--- src/hw/frt_pkg.sv ---
// package: register map, field positions and constants of the free-running timer
package frt_pkg;
	localparam logic [11:0] ADDR_CTRL_ONE   = 12'h000;
	localparam logic [11:0] ADDR_CTRL_TWO   = 12'h004;
	localparam logic [11:0] ADDR_STATUS     = 12'h008;
	localparam logic [11:0] ADDR_CAP1_HIGH  = 12'h00c;
	localparam logic [11:0] ADDR_CAP1_LOW   = 12'h010;
	localparam logic [11:0] ADDR_CNT_HIGH   = 12'h014;
	localparam logic [11:0] ADDR_CNT_LOW    = 12'h018;
	localparam logic [11:0] ADDR_ALT_HIGH   = 12'h01c;
	localparam logic [11:0] ADDR_ALT_LOW    = 12'h020;
	localparam logic [11:0] ADDR_CAP2_HIGH  = 12'h024;
	localparam logic [11:0] ADDR_CAP2_LOW   = 12'h028;
	localparam logic [15:0] COUNT_RELOAD    = 16'hfffc;
	localparam logic [15:0] COUNT_TOP       = 16'hffff;
	// control one fields
	localparam int          C1_CAP_IE       = 7;
	localparam int          C1_OVF_IE       = 5;
	localparam int          C1_EDGE1        = 1;
	// control two fields
	localparam int          C2_ONE_PULSE    = 7;
	localparam int          C2_PWM          = 4;
	localparam int          C2_CLK_HI       = 3;
	localparam int          C2_CLK_LO       = 2;
	localparam int          C2_EDGE2        = 1;
	localparam int          C2_EXT_EDGE     = 0;
	// status fields
	localparam int          ST_CAP1         = 7;
	localparam int          ST_OVF          = 5;
	localparam int          ST_CAP2         = 4;
	localparam logic [1:0]  CLK_DIV2        = 2'h0;
	localparam logic [1:0]  CLK_DIV4        = 2'h1;
	localparam logic [1:0]  CLK_DIV8        = 2'h2;
	localparam logic [1:0]  CLK_EXT         = 2'h3;
	typedef struct packed
	{
		logic [11:0] addr;
		logic        write;
		logic [7:0]  wdata;
	} apb_req_t;
endpackage

--- src/hw/free_running_timer.sv ---
// free-running 16-bit timer with byte views, overflow flag and two capture channels
//
// Our own choices: register access over APB and the register offsets.
`timescale 1ns/1ps
`default_nettype none
module free_running_timer
	import frt_pkg::*;
(
	input  wire logic        pclk,
	input  wire logic        presetn,
	input  wire logic        psel,
	input  wire logic        penable,
	input  wire logic        pwrite,
	input  wire logic [11:0] paddr,
	input  wire logic [31:0] pwdata,
	output logic      [31:0] prdata,
	output logic             pready,
	output logic             pslverr,
	input  wire logic        halt_mode,
	input  wire logic        cpu_irq_mask,
	input  wire logic        ext_clock_pin,
	input  wire logic        capture_pin_one,
	input  wire logic        capture_pin_two,
	output logic             timer_irq,
	output logic      [15:0] count_value
);
	logic [15:0] count_r;
	logic [7:0]  ctrl_one_r;
	logic [7:0]  ctrl_two_r;
	logic [7:0]  low_buf_r;
	logic        low_buf_valid_r;
	logic        ovf_flag_r;
	logic        ovf_armed_r;
	logic [2:0]  presc_r;
	logic [2:0]  ext_sync_r;
	logic [1:0]  cap_flag_r;
	logic [1:0]  cap_armed_r;
	logic [1:0]  cap_block_r;
	logic [15:0] cap_val_r [2];
	logic [2:0]  cap_sync_r [2];
	logic [7:0]  prdata_nxt;
	logic        tick;
	logic        ext_edge;
	logic        wr_en;
	logic        rd_en;
	logic        acc_en;
	logic        cnt_low_rd;
	logic        alt_low_rd;
	logic        status_rd;
	logic        reload;
	logic        wrap;
	logic [1:0]  clk_sel;
	logic        pulse_mode;
	logic [1:0]  cap_pins;
	logic [1:0]  cap_edge_sel;
	logic [1:0]  cap_event;
	logic [1:0]  cap_high_rd;
	logic [1:0]  cap_low_acc;
	apb_req_t    req;

	assign req = '{addr: paddr, write: pwrite, wdata: pwdata[7:0]};
	assign pready  = 1'b1;
	assign pslverr = 1'b0;
	assign acc_en  = psel && penable;
	assign wr_en   = acc_en && req.write;
	assign rd_en   = acc_en && !req.write;
	assign cnt_low_rd = rd_en && (req.addr == ADDR_CNT_LOW);
	assign alt_low_rd = rd_en && (req.addr == ADDR_ALT_LOW);
	assign status_rd  = rd_en && (req.addr == ADDR_STATUS);
	assign reload = wr_en && ((req.addr == ADDR_CNT_LOW) || (req.addr == ADDR_ALT_LOW));
	assign clk_sel = {ctrl_two_r[C2_CLK_HI], ctrl_two_r[C2_CLK_LO]};
	assign pulse_mode = ctrl_two_r[C2_ONE_PULSE] || ctrl_two_r[C2_PWM];
	assign count_value = count_r;

	// external clock: two-stage synchroniser, edge taken from stages two and three
	always_ff @(posedge pclk or negedge presetn)
	begin
		if (!presetn)
			ext_sync_r <= 3'h0;
		else
			ext_sync_r <= {ext_sync_r[1:0], ext_clock_pin};
	end
	// relies on pin edges spaced four cpu clocks apart
	assign ext_edge = ctrl_two_r[C2_EXT_EDGE] ? (ext_sync_r[1] && !ext_sync_r[2])
		: (!ext_sync_r[1] && ext_sync_r[2]);

	always_ff @(posedge pclk or negedge presetn)
	begin
		if (!presetn)
			presc_r <= 3'h0;
		else if (!halt_mode)
			presc_r <= presc_r + 3'h1;
	end

	always_comb
	begin
		tick = 1'b0;
		case (clk_sel)
			CLK_DIV2: tick = (presc_r[0] == 1'b1);
			CLK_DIV4: tick = (presc_r[1:0] == 2'h3);
			CLK_DIV8: tick = (presc_r == 3'h7);
			CLK_EXT:  tick = ext_edge;
			default:  tick = 1'b0;
		endcase
		if (halt_mode)
			tick = 1'b0;
	end
	assign wrap = tick && !reload && (count_r == COUNT_TOP);

	always_ff @(posedge pclk or negedge presetn)
	begin
		if (!presetn)
			count_r <= COUNT_RELOAD;
		else if (reload)
			count_r <= COUNT_RELOAD;
		else if (tick)
			count_r <= count_r + 16'h0001;
	end

	// a high byte read with no buffered low byte pending freezes the low byte at its setup edge,
	// the edge that loads prdata, so both bytes come from one count
	always_ff @(posedge pclk or negedge presetn)
	begin
		if (!presetn)
		begin
			low_buf_r       <= 8'h00;
			low_buf_valid_r <= 1'b0;
		end
		else if (cnt_low_rd || alt_low_rd)
			low_buf_valid_r <= 1'b0;
		else if (psel && !penable && !req.write && !low_buf_valid_r
			&& ((req.addr == ADDR_CNT_HIGH) || (req.addr == ADDR_ALT_HIGH)))
		begin
			low_buf_r       <= count_r[7:0];
			low_buf_valid_r <= 1'b1;
		end
	end

	always_ff @(posedge pclk or negedge presetn)
	begin
		if (!presetn)
		begin
			ctrl_one_r <= 8'h00;
			ctrl_two_r <= 8'h00;
		end
		else if (wr_en && (req.addr == ADDR_CTRL_ONE))
			ctrl_one_r <= req.wdata;
		else if (wr_en && (req.addr == ADDR_CTRL_TWO))
			ctrl_two_r <= req.wdata;
	end

	// overflow flag: set wins over the clear step
	always_ff @(posedge pclk or negedge presetn)
	begin
		if (!presetn)
		begin
			ovf_flag_r  <= 1'b0;
			ovf_armed_r <= 1'b0;
		end
		else
		begin
			if (wrap)
				ovf_flag_r <= 1'b1;
			else if (ovf_armed_r && acc_en && (req.addr == ADDR_CNT_LOW))
				ovf_flag_r <= 1'b0;
			if (status_rd && ovf_flag_r)
				ovf_armed_r <= 1'b1;
			else if ((acc_en && (req.addr == ADDR_CNT_LOW)) || !ovf_flag_r)
				ovf_armed_r <= 1'b0;
		end
	end

	assign cap_pins       = {capture_pin_two, capture_pin_one};
	assign cap_edge_sel   = {ctrl_two_r[C2_EDGE2], ctrl_one_r[C1_EDGE1]};

	genvar ch;
	generate
		for (ch = 0; ch < 2; ch++)
		begin : g_cap
			logic [11:0] high_addr;
			logic [11:0] low_addr;
			assign high_addr = (ch == 0) ? ADDR_CAP1_HIGH : ADDR_CAP2_HIGH;
			assign low_addr  = (ch == 0) ? ADDR_CAP1_LOW : ADDR_CAP2_LOW;
			// high read blocks at its setup edge, where prdata takes the value,
			// so a capture in the same cycle cannot split the two bytes
			assign cap_high_rd[ch] = psel && !penable && !req.write && (req.addr == high_addr);
			assign cap_low_acc[ch] = acc_en && (req.addr == low_addr);

			always_ff @(posedge pclk or negedge presetn)
			begin
				if (!presetn)
					cap_sync_r[ch] <= 3'h0;
				else
					cap_sync_r[ch] <= {cap_sync_r[ch][1:0], cap_pins[ch]};
			end
			assign cap_event[ch] = (cap_edge_sel[ch] ?
				(cap_sync_r[ch][1] && !cap_sync_r[ch][2]) :
				(!cap_sync_r[ch][1] && cap_sync_r[ch][2]))
				&& !cap_block_r[ch] && !cap_high_rd[ch]
				&& !((ch == 0) && pulse_mode);

			always_ff @(posedge pclk or negedge presetn)
			begin
				if (!presetn)
					cap_val_r[ch] <= 16'h0000;
				else if (cap_event[ch])
					cap_val_r[ch] <= count_r;
			end

			always_ff @(posedge pclk or negedge presetn)
			begin
				if (!presetn)
					cap_block_r[ch] <= 1'b0;
				else if (rd_en && (req.addr == low_addr))
					cap_block_r[ch] <= 1'b0;
				else if (cap_high_rd[ch])
					cap_block_r[ch] <= 1'b1;
			end

			always_ff @(posedge pclk or negedge presetn)
			begin
				if (!presetn)
				begin
					cap_flag_r[ch]  <= 1'b0;
					cap_armed_r[ch] <= 1'b0;
				end
				else
				begin
					if (cap_event[ch])
						cap_flag_r[ch] <= 1'b1;
					else if (cap_armed_r[ch] && cap_low_acc[ch])
						cap_flag_r[ch] <= 1'b0;
					if (status_rd && cap_flag_r[ch])
						cap_armed_r[ch] <= 1'b1;
					else if (cap_low_acc[ch] || !cap_flag_r[ch])
						cap_armed_r[ch] <= 1'b0;
				end
			end
		end
	endgenerate

	// request stays asserted only while enable and cpu mask both allow it
	always_ff @(posedge pclk or negedge presetn)
	begin
		if (!presetn)
			timer_irq <= 1'b0;
		else
			timer_irq <= !cpu_irq_mask && ((ovf_flag_r && ctrl_one_r[C1_OVF_IE])
				|| ((|cap_flag_r) && ctrl_one_r[C1_CAP_IE]));
	end

	always_comb
	begin
		prdata_nxt = 8'h00;
		if (req.addr == ADDR_CTRL_ONE)
			prdata_nxt = ctrl_one_r;
		else if (req.addr == ADDR_CTRL_TWO)
			prdata_nxt = ctrl_two_r;
		else if (req.addr == ADDR_STATUS)
		begin
			prdata_nxt[ST_CAP1] = cap_flag_r[0];
			prdata_nxt[ST_OVF]  = ovf_flag_r;
			prdata_nxt[ST_CAP2] = cap_flag_r[1];
		end
		else if (req.addr == ADDR_CAP1_HIGH)
			prdata_nxt = cap_val_r[0][15:8];
		else if (req.addr == ADDR_CAP1_LOW)
			prdata_nxt = cap_val_r[0][7:0];
		else if (req.addr == ADDR_CAP2_HIGH)
			prdata_nxt = cap_val_r[1][15:8];
		else if (req.addr == ADDR_CAP2_LOW)
			prdata_nxt = cap_val_r[1][7:0];
		else if ((req.addr == ADDR_CNT_HIGH) || (req.addr == ADDR_ALT_HIGH))
			prdata_nxt = count_r[15:8];
		else if ((req.addr == ADDR_CNT_LOW) || (req.addr == ADDR_ALT_LOW))
			prdata_nxt = low_buf_valid_r ? low_buf_r : count_r[7:0];
	end

	// read data registered in the setup phase, stable through the access phase
	always_ff @(posedge pclk or negedge presetn)
	begin
		if (!presetn)
			prdata <= 32'h0000_0000;
		else if (psel && !penable)
			prdata <= {24'h000000, prdata_nxt};
	end

	ovf_set_a: assert property (@(posedge pclk) disable iff (!presetn)
		wrap |=> ovf_flag_r)
		else $error("overflow flag not set after wrap");
	reload_a: assert property (@(posedge pclk) disable iff (!presetn)
		reload |=> (count_r == COUNT_RELOAD))
		else $error("counter not reloaded on low write");
	halt_hold_a: assert property (@(posedge pclk) disable iff (!presetn)
		(halt_mode && !reload) |=> $stable(count_r))
		else $error("counter moved during halt");
	div2_a: assert property (@(posedge pclk) disable iff (!presetn)
		(presetn && clk_sel == CLK_DIV2 && !halt_mode && !reload)
		##1 (clk_sel == CLK_DIV2 && !halt_mode && !reload)
		|=> (count_r != $past(count_r, 2)))
		else $error("divide by two rate wrong");
	alt_keep_a: assert property (@(posedge pclk) disable iff (!presetn)
		(ovf_flag_r && alt_low_rd && !cnt_low_rd) |=> ovf_flag_r)
		else $error("alternate low read cleared overflow");
	buf_freeze_a: assert property (@(posedge pclk) disable iff (!presetn)
		(low_buf_valid_r && !cnt_low_rd && !alt_low_rd) |=> $stable(low_buf_r))
		else $error("buffered low byte changed");
	cap_block_a: assert property (@(posedge pclk) disable iff (!presetn)
		cap_block_r[1] |=> $stable(cap_val_r[1]))
		else $error("capture while blocked");
	cap_one_idle_a: assert property (@(posedge pclk) disable iff (!presetn)
		pulse_mode |-> !cap_event[0])
		else $error("channel one captured in pulse mode");
	irq_gate_a: assert property (@(posedge pclk) disable iff (!presetn)
		(ovf_flag_r && ctrl_one_r[C1_OVF_IE] && !cpu_irq_mask) |=> timer_irq)
		else $error("overflow request missing");
	cap_flag_a: assert property (@(posedge pclk) disable iff (!presetn)
		cap_event[1] |=> (cap_flag_r[1] && cap_val_r[1] == $past(count_r)))
		else $error("capture two not taken");
endmodule
`default_nettype wire

--- config.mk ---
export PLATFORM = sky130hd
export DESIGN_NAME = free_running_timer
export DESIGN_NICKNAME = d
export VERILOG_FILES = /design/src/hw/frt_pkg.sv /design/src/hw/free_running_timer.sv
export SDC_FILE = /design/constraint.sdc
export NUM_CORES = 1
export LEC_CHECK = 0
export BUFFER_PORTS_ARGS = -buffer_cell sky130_fd_sc_hd__buf_4
export CAP_MARGIN = 20
export CELL_PAD_IN_SITES_DETAIL_PLACEMENT = 1
export CELL_PAD_IN_SITES_GLOBAL_PLACEMENT = 2
export CORE_UTILIZATION = 38
export CTS_BUF_LIST = sky130_fd_sc_hd__clkbuf_4 sky130_fd_sc_hd__clkbuf_8 sky130_fd_sc_hd__clkbuf_16
export DETAILED_ROUTE_END_ITERATION = 8
export GPL_TIMING_DRIVEN = 0
export PLACE_DENSITY = 0.87
export SKIP_LAST_GASP = 1
export SLEW_MARGIN = 10
export SYNTH_ARGS = -nofsm -noshare
export SYNTH_HDL_FRONTEND = slang
export SYNTH_SLANG_ARGS = --single-unit
--- constraint.sdc ---
create_clock -name pclk -period 4.9 [get_ports pclk]
set_input_delay 0.98 -clock pclk [delete_from_list [all_inputs] [get_ports pclk]]
set_output_delay 0.98 -clock pclk [all_outputs]
set_load 0.05 [all_outputs]
======== Word level (Yosys, flattened, before mapping) ========
Index checks and enable logic that the tools add are counted.
storage, ports and cells
  input port bits ......................... 54
  bits in registers ....................... 102
  logic and storage cells ................. 164
  output and inout bits ................... 51
cells by class
  reductions and logical operators ........ 85
  mux-type cells .......................... 38
  add/sub/neg operators ................... 2
  equal/unequal tests ..................... 16
  bitwise gates (word level) .............. 2
operator list
  operator                 number
  $mux W8                  9
  $eq A12 B5 Y1 const B    4
  $logic_and A1 B1 Y1      43
  $eq A12 B6 Y1 const B    3
  $mux W16                 2
  $eq A12 B4 Y1 const B    2
  $mux W1                  24
  $reduce_bool A2 Y1       10
  $logic_not A1 Y1         19
  $add A16 B1 Y16 const B  1
  $eq A16 B16 Y1 const B   1
  $eq A12 B3 Y1 const B    1
  $logic_not A12 Y1        1
  $logic_or A1 B1 Y1       8
  $eq A2 B2 Y1 const B     3
  $mux W4                  1
  $pmux W1 S4              1
  $reduce_and A2 Y1        2
  $add A3 B1 Y3 const B    1
  $eq A3 B3 Y1 const B     1
  $eq A2 B1 Y1 const B     1
  $logic_not A2 Y1         1
  $mux W2                  1
  $not A1 Y1               2
  $reduce_or A2 Y1         1

======== Logic depth before layout (Yosys ltp) ========
  depth after elaboration ................. 11
  depth in mapped cells ................... 8
  gate-level depth less buffers ........... 7

======== Worst setup path before layout ========
Ideal clock, no wire load.
  kind .................................... input to register
  start point ............................. in paddr[11]
  end point ............................... reg cap_val_r[10] (netlist name)
  arrival ................................. 2.451 ns
  stages .................................. 5
  path slack .............................. 2.321 ns
  path buffers ............................ 1
  data required time ...................... 4.773 ns
  library setup time ...................... 0.127 ns
  cells stage by stage .................... nor4_4 > nand3_2 > o31ai_4 > buf_6 > mux2_1
on the way
  word-level cells in the longest chain between the ends .. 4
ends and longest elaborated chain
  element                        RTL line                   RTL
  start, declared                free_running_timer.sv:14   input wire logic [11:0] paddr,
  $eq A12 B6 Y1                  free_running_timer.sv:186  assign cap_high_rd[ch] = psel && !penable && !req.write && (req.addr == high_addr);
  $logic_and A1 B1 Y1            free_running_timer.sv:186
  $logic_not A1 Y1               free_running_timer.sv:199  && !cap_block_r[ch] && !cap_high_rd[ch]
  $logic_and A1 B1 Y1            free_running_timer.sv:199
  end signal, assigned by index  free_running_timer.sv:207  cap_val_r[ch] <= count_r;
  end, declared                  free_running_timer.sv:39   logic [15:0] cap_val_r [2];
Every way passes these cells.
A chain may end at the register's enable or synchronous reset.

======== Worst setup path in the final report ========
  start point ............................. in paddr[11]
  end point ............................... reg cap_val_r[7] (netlist name)
Same word-level chain as after synthesis.

==> reports/results.env <==
CRITPATHLAUNCHTYPE='input port'
FIRST_GLOBAL_VIAS=4368
HOLD_PATH_CLASS='flip-flop to flip-flop'
POSTSYNTHAREAPERCELL_UM2=11.0
ROWS=43
PORT-BUFFER-COUNT=53
TRITONCTS.NUM_BUFFERS=9
FINAL_CELL_COUNT_WITHOUT_FILLERS=762
CRIT_PATH_MAX_FANOUT=10
WORST_HOLD_STARTPOINT='cap_sync_r[3]'
YOSYS.AREA_SHARE.SIMPLE=0.158
POST_DRT_VIA_CELL_RATIO=5.45
REPORT.FINAL.SLEW_VIOL_COUNT=0
STARTPOINT='paddr[11]'
CTS-RESIZED-GATES=0
DRC=0
IO-PIN-COUNT=105
WORST_FLOP_TO_FLOP_PATH_STARTPOINT='count_value[3]'
SKEW_NS=0.00734
STARTING_DENSITY=0.389
SETUP_VIOL=0
TRITONCTS='yes'
FINALCRITPERIODSHARE=0.570
POST-DP-HPWL_UM=11200
DRT-TOTAL-WL_UM=14800
DRTANTENNAVIOLNETS=0
CP-END-KIND='flip-flop'
GRT_MAX_DEGREE=64
SYNTHESIS.AREA_UM2=5390
CLOCK_ROOT_CELL='sky130_fd_sc_hd__clkbuf_16'
GRT_SETUP_UNREPAIRED='no'
MAX-VDD-IR-DROP_mV=0.319
SYNTH-XOR-AREA-SHARE=0.0228
CHIPWIDTH_UM=121
TRACK_USAGE=0.217
GRT.OVERFLOW.TOTAL=0
SYNTH-COMPOUND-AREA-SHARE=0.114
MUXSHAREOFSYNTHAREA=0.156
YS_ASYNC_SR_FRACTION=1.00
NUMCLOCKSINKS=102
GRT_FIRST_PASS_WIRELENGTH_UM=23900
TIMING_HOLD_VIOLATIONS_FINAL=0
HTREE_LEVELS=3
CLK_TRANSITION_REPORTED_PATHS_NS=0.07
PWR_DENSITY_CELL_nW_PER_UM2=336
HOLD_WS_NS=0.359
LEAKAGEPOWER_nW=3.02
FINAL.SETUP.TNS_NS=0
ACHIEVABLE-FREQUENCY_MHz=358
TIMING.SETUP.CRITICAL_PATH_CLASS='input port to flip-flop'
LAYOUT_MIN_CYCLE_TIME_NS=2.79
SYN_TO_FINAL_GROWTH_PCT=18.9
CP.ARRIVAL_NS=3.03
DP.CELLS=746
TIGHTESTPINTRANSITION_NS=0.964
DRIVE_GT1_FRAC=0.323
DRT_FIRST_ITER_VIOLATIONS=223
STATUS='complete, no violations'
YOSYS_REGISTER_BITS=102
FP.DIEAREA_UM2=14700
PLACEABLECOREAREA_UM2=13800
HOLD_BUFFERS=0
POST_SYNTH_NUM_CELL_TYPES=61
SYNTH_EDF_COUNT=0
VIAS=4156
SLEW_HEADROOM=0.356
FIN_NETS=634
ANTENNA_FOUND_INITIAL=0
CLOCK_INSERTION_DELAY_WORST_SKEW_NS=0.36
WORST-ENDPOINT-REQUIRED_NS=5.13
SYNTHADDERAREAFRAC=0.00697
POSTSYNTHCELLCOUNT=488
ROUTABILITYCONGESTION=0.899
CTS.PATH.MAX_BUFFERS=2
YS_DOMINANT_REG_CELL='sky130_fd_sc_hd__dfrtp_1'
POST_CTS_SETUP_BUFFER_COUNT=0
CAP_VIOL_MAX_COUNT=0
SYNTH-WARNING-COUNT=0
POWER_mW=2.15
DETAIL_ROUTE.FIRST_PASS.ITERATIONS=4
LARGEST_FAMILY_OF_LOGIC_CELLS_BY_SYNTHESIZED_AREA='simple AND/OR/NAND/NOR gates'
YS_SEQ_AREA_FRAC=0.477
FP.DIEH_UM=121
WL_PER_CELL_UM=19.5
INSERTEDDIODECOUNT=0
## logic make-up (layout without fill, tap and decap cells)
family,after synthesis,in the layout
and+or+nand+nor,144,144
DFF,102,102
AOI/OAI and AO/OA,93,93
muxes,73,73
buffers and inverters,57,127
xor gates and xnor gates,14,14
adders and majority gates,3,3
other,2,26
## final cells by class
| type | instances | area, um^2 |
|---|---|---|
| Multi-Input combinational cell | 353 | 2560 |
| Buffer | 50 | 318 |
| Clock buffer | 10 | 239 |
| Fill cell | 1540 | 7430 |
| Inverter | 7 | 26.3 |
| Sequential cell | 102 | 2570 |
| Clock inverter | 6 | 36.3 |
| Timing Repair Buffer | 54 | 425 |
| Tap cell | 180 | 225 |
## worst paths after layout
kind / to / slack, ns / depth (start not counted)
worst max-delay path: cap_val_r[7] / 2.11 / 6
worst max register to register: count_value[14] / 2.61 / 6
worst min-delay path: cap_sync_r[4] / 0.36 / 0
max in group asynchronous: count_value[7] / 3.53 / 2
worst min register to register: cap_sync_r[4] / 0.36 / 0
min in group asynchronous: ctrl_one_r[7] / 0.61 / 1
## cells in the mapped netlist, drive strengths merged (4+ instances only)
| cell type | n | share of area |
|---|---|---|
| nor4b | 5 | 0.014 |
| dfstp | 14 | 0.068 |
| and3 | 9 | 0.010 |
| o22ai | 8 | 0.0093 |
| nand2 | 40 | 0.028 |
| o21ai | 14 | 0.013 |
| nand4 | 11 | 0.015 |
| inv | 7 | 0.0049 |
| xor2 | 6 | 0.0098 |
| o211ai | 5 | 0.0070 |
| xnor2 | 8 | 0.013 |
| buf | 36 | 0.049 |
| mux2 | 61 | 0.13 |
| nand3 | 26 | 0.030 |
| o31ai | 6 | 0.011 |
| a21oi | 33 | 0.031 |
| a21boi | 4 | 0.0056 |
| clkbuf | 14 | 0.0098 |
| a221oi | 5 | 0.0081 |
| mux2i | 12 | 0.022 |
| nand2b | 4 | 0.0046 |
| o221ai | 5 | 0.0081 |
| nor3 | 9 | 0.0093 |
| dfrtp | 88 | 0.41 |
| nor2 | 18 | 0.013 |
| nor3b | 4 | 0.0056 |
## stage by stage
step	instance area, um^2	setup WS [ns]	utilization
2_1_floorplan	5480	2.32	-
3_3_place_gp	6100	1.77	0.441
3_5_place_dp	6130	1.72	0.443
4_1_cts	6400	2.09	0.463
5_1_grt	6400	1.94	0.463
6_report	6400	2.11	0.463
## cell usage in the layout (no fill, tap or decap), types with 9 or more instances in the layout
master,count
sky130_fd_sc_hd__dfstp_2,14
sky130_fd_sc_hd__clkbuf_1,14
sky130_fd_sc_hd__mux2_4,9
sky130_fd_sc_hd__and3_1,9
sky130_fd_sc_hd__dfrtp_1,88
sky130_fd_sc_hd__mux2_1,9
sky130_fd_sc_hd__mux2i_1,12
sky130_fd_sc_hd__clkbuf_16,9
sky130_fd_sc_hd__nand2_1,40
sky130_fd_sc_hd__nor2_1,18
sky130_fd_sc_hd__o21ai_0,14
sky130_fd_sc_hd__nand3_1,21
sky130_fd_sc_hd__buf_4,80
sky130_fd_sc_hd__nand4_1,9
sky130_fd_sc_hd__a21oi_1,32
sky130_fd_sc_hd__mux2_2,43
sky130_fd_sc_hd__conb_1,26
## power by group
| group | switching (mW) | internal (mW) | total (mW) |
|---|---|---|---|
| Combinational | 0.284 | 0.167 | 0.451 |
| Sequential | 0.0904 | 0.928 | 1.02 |
| Clock | 0.322 | 0.357 | 0.679 |
| Total | 0.697 | 1.45 | 2.15 |
## flip-flops by register name, summed over array words and instances, names as in the netlist, 3 cells and up
signal and flops:
ext_sync_r 3, low_buf_r 8, prdata 8, count_value 16, presc_r 3, cap_sync_r 6
ctrl_one_r 8, cap_val_r 32, ctrl_two_r 8
## layer usage
layer  global-route usage  vias to the layer above  share of wire
met5                    0                        -              0
met4               0.0779                        0          0.028
met3               0.0484                       29          0.042
met2                0.363                      111           0.50
met1                0.274                     2102           0.43
li1                     -                     1914              -
## critical path: stages
cell and delay, ns:
sky130_fd_sc_hd__buf_4 0.12, sky130_fd_sc_hd__nor4_4 0.51, sky130_fd_sc_hd__nand3_2 0.30, sky130_fd_sc_hd__o31ai_4 0.53, sky130_fd_sc_hd__buf_6 0.24, sky130_fd_sc_hd__mux2_1 0.34
No activity file was read; power rests on OpenSTA's default activity.
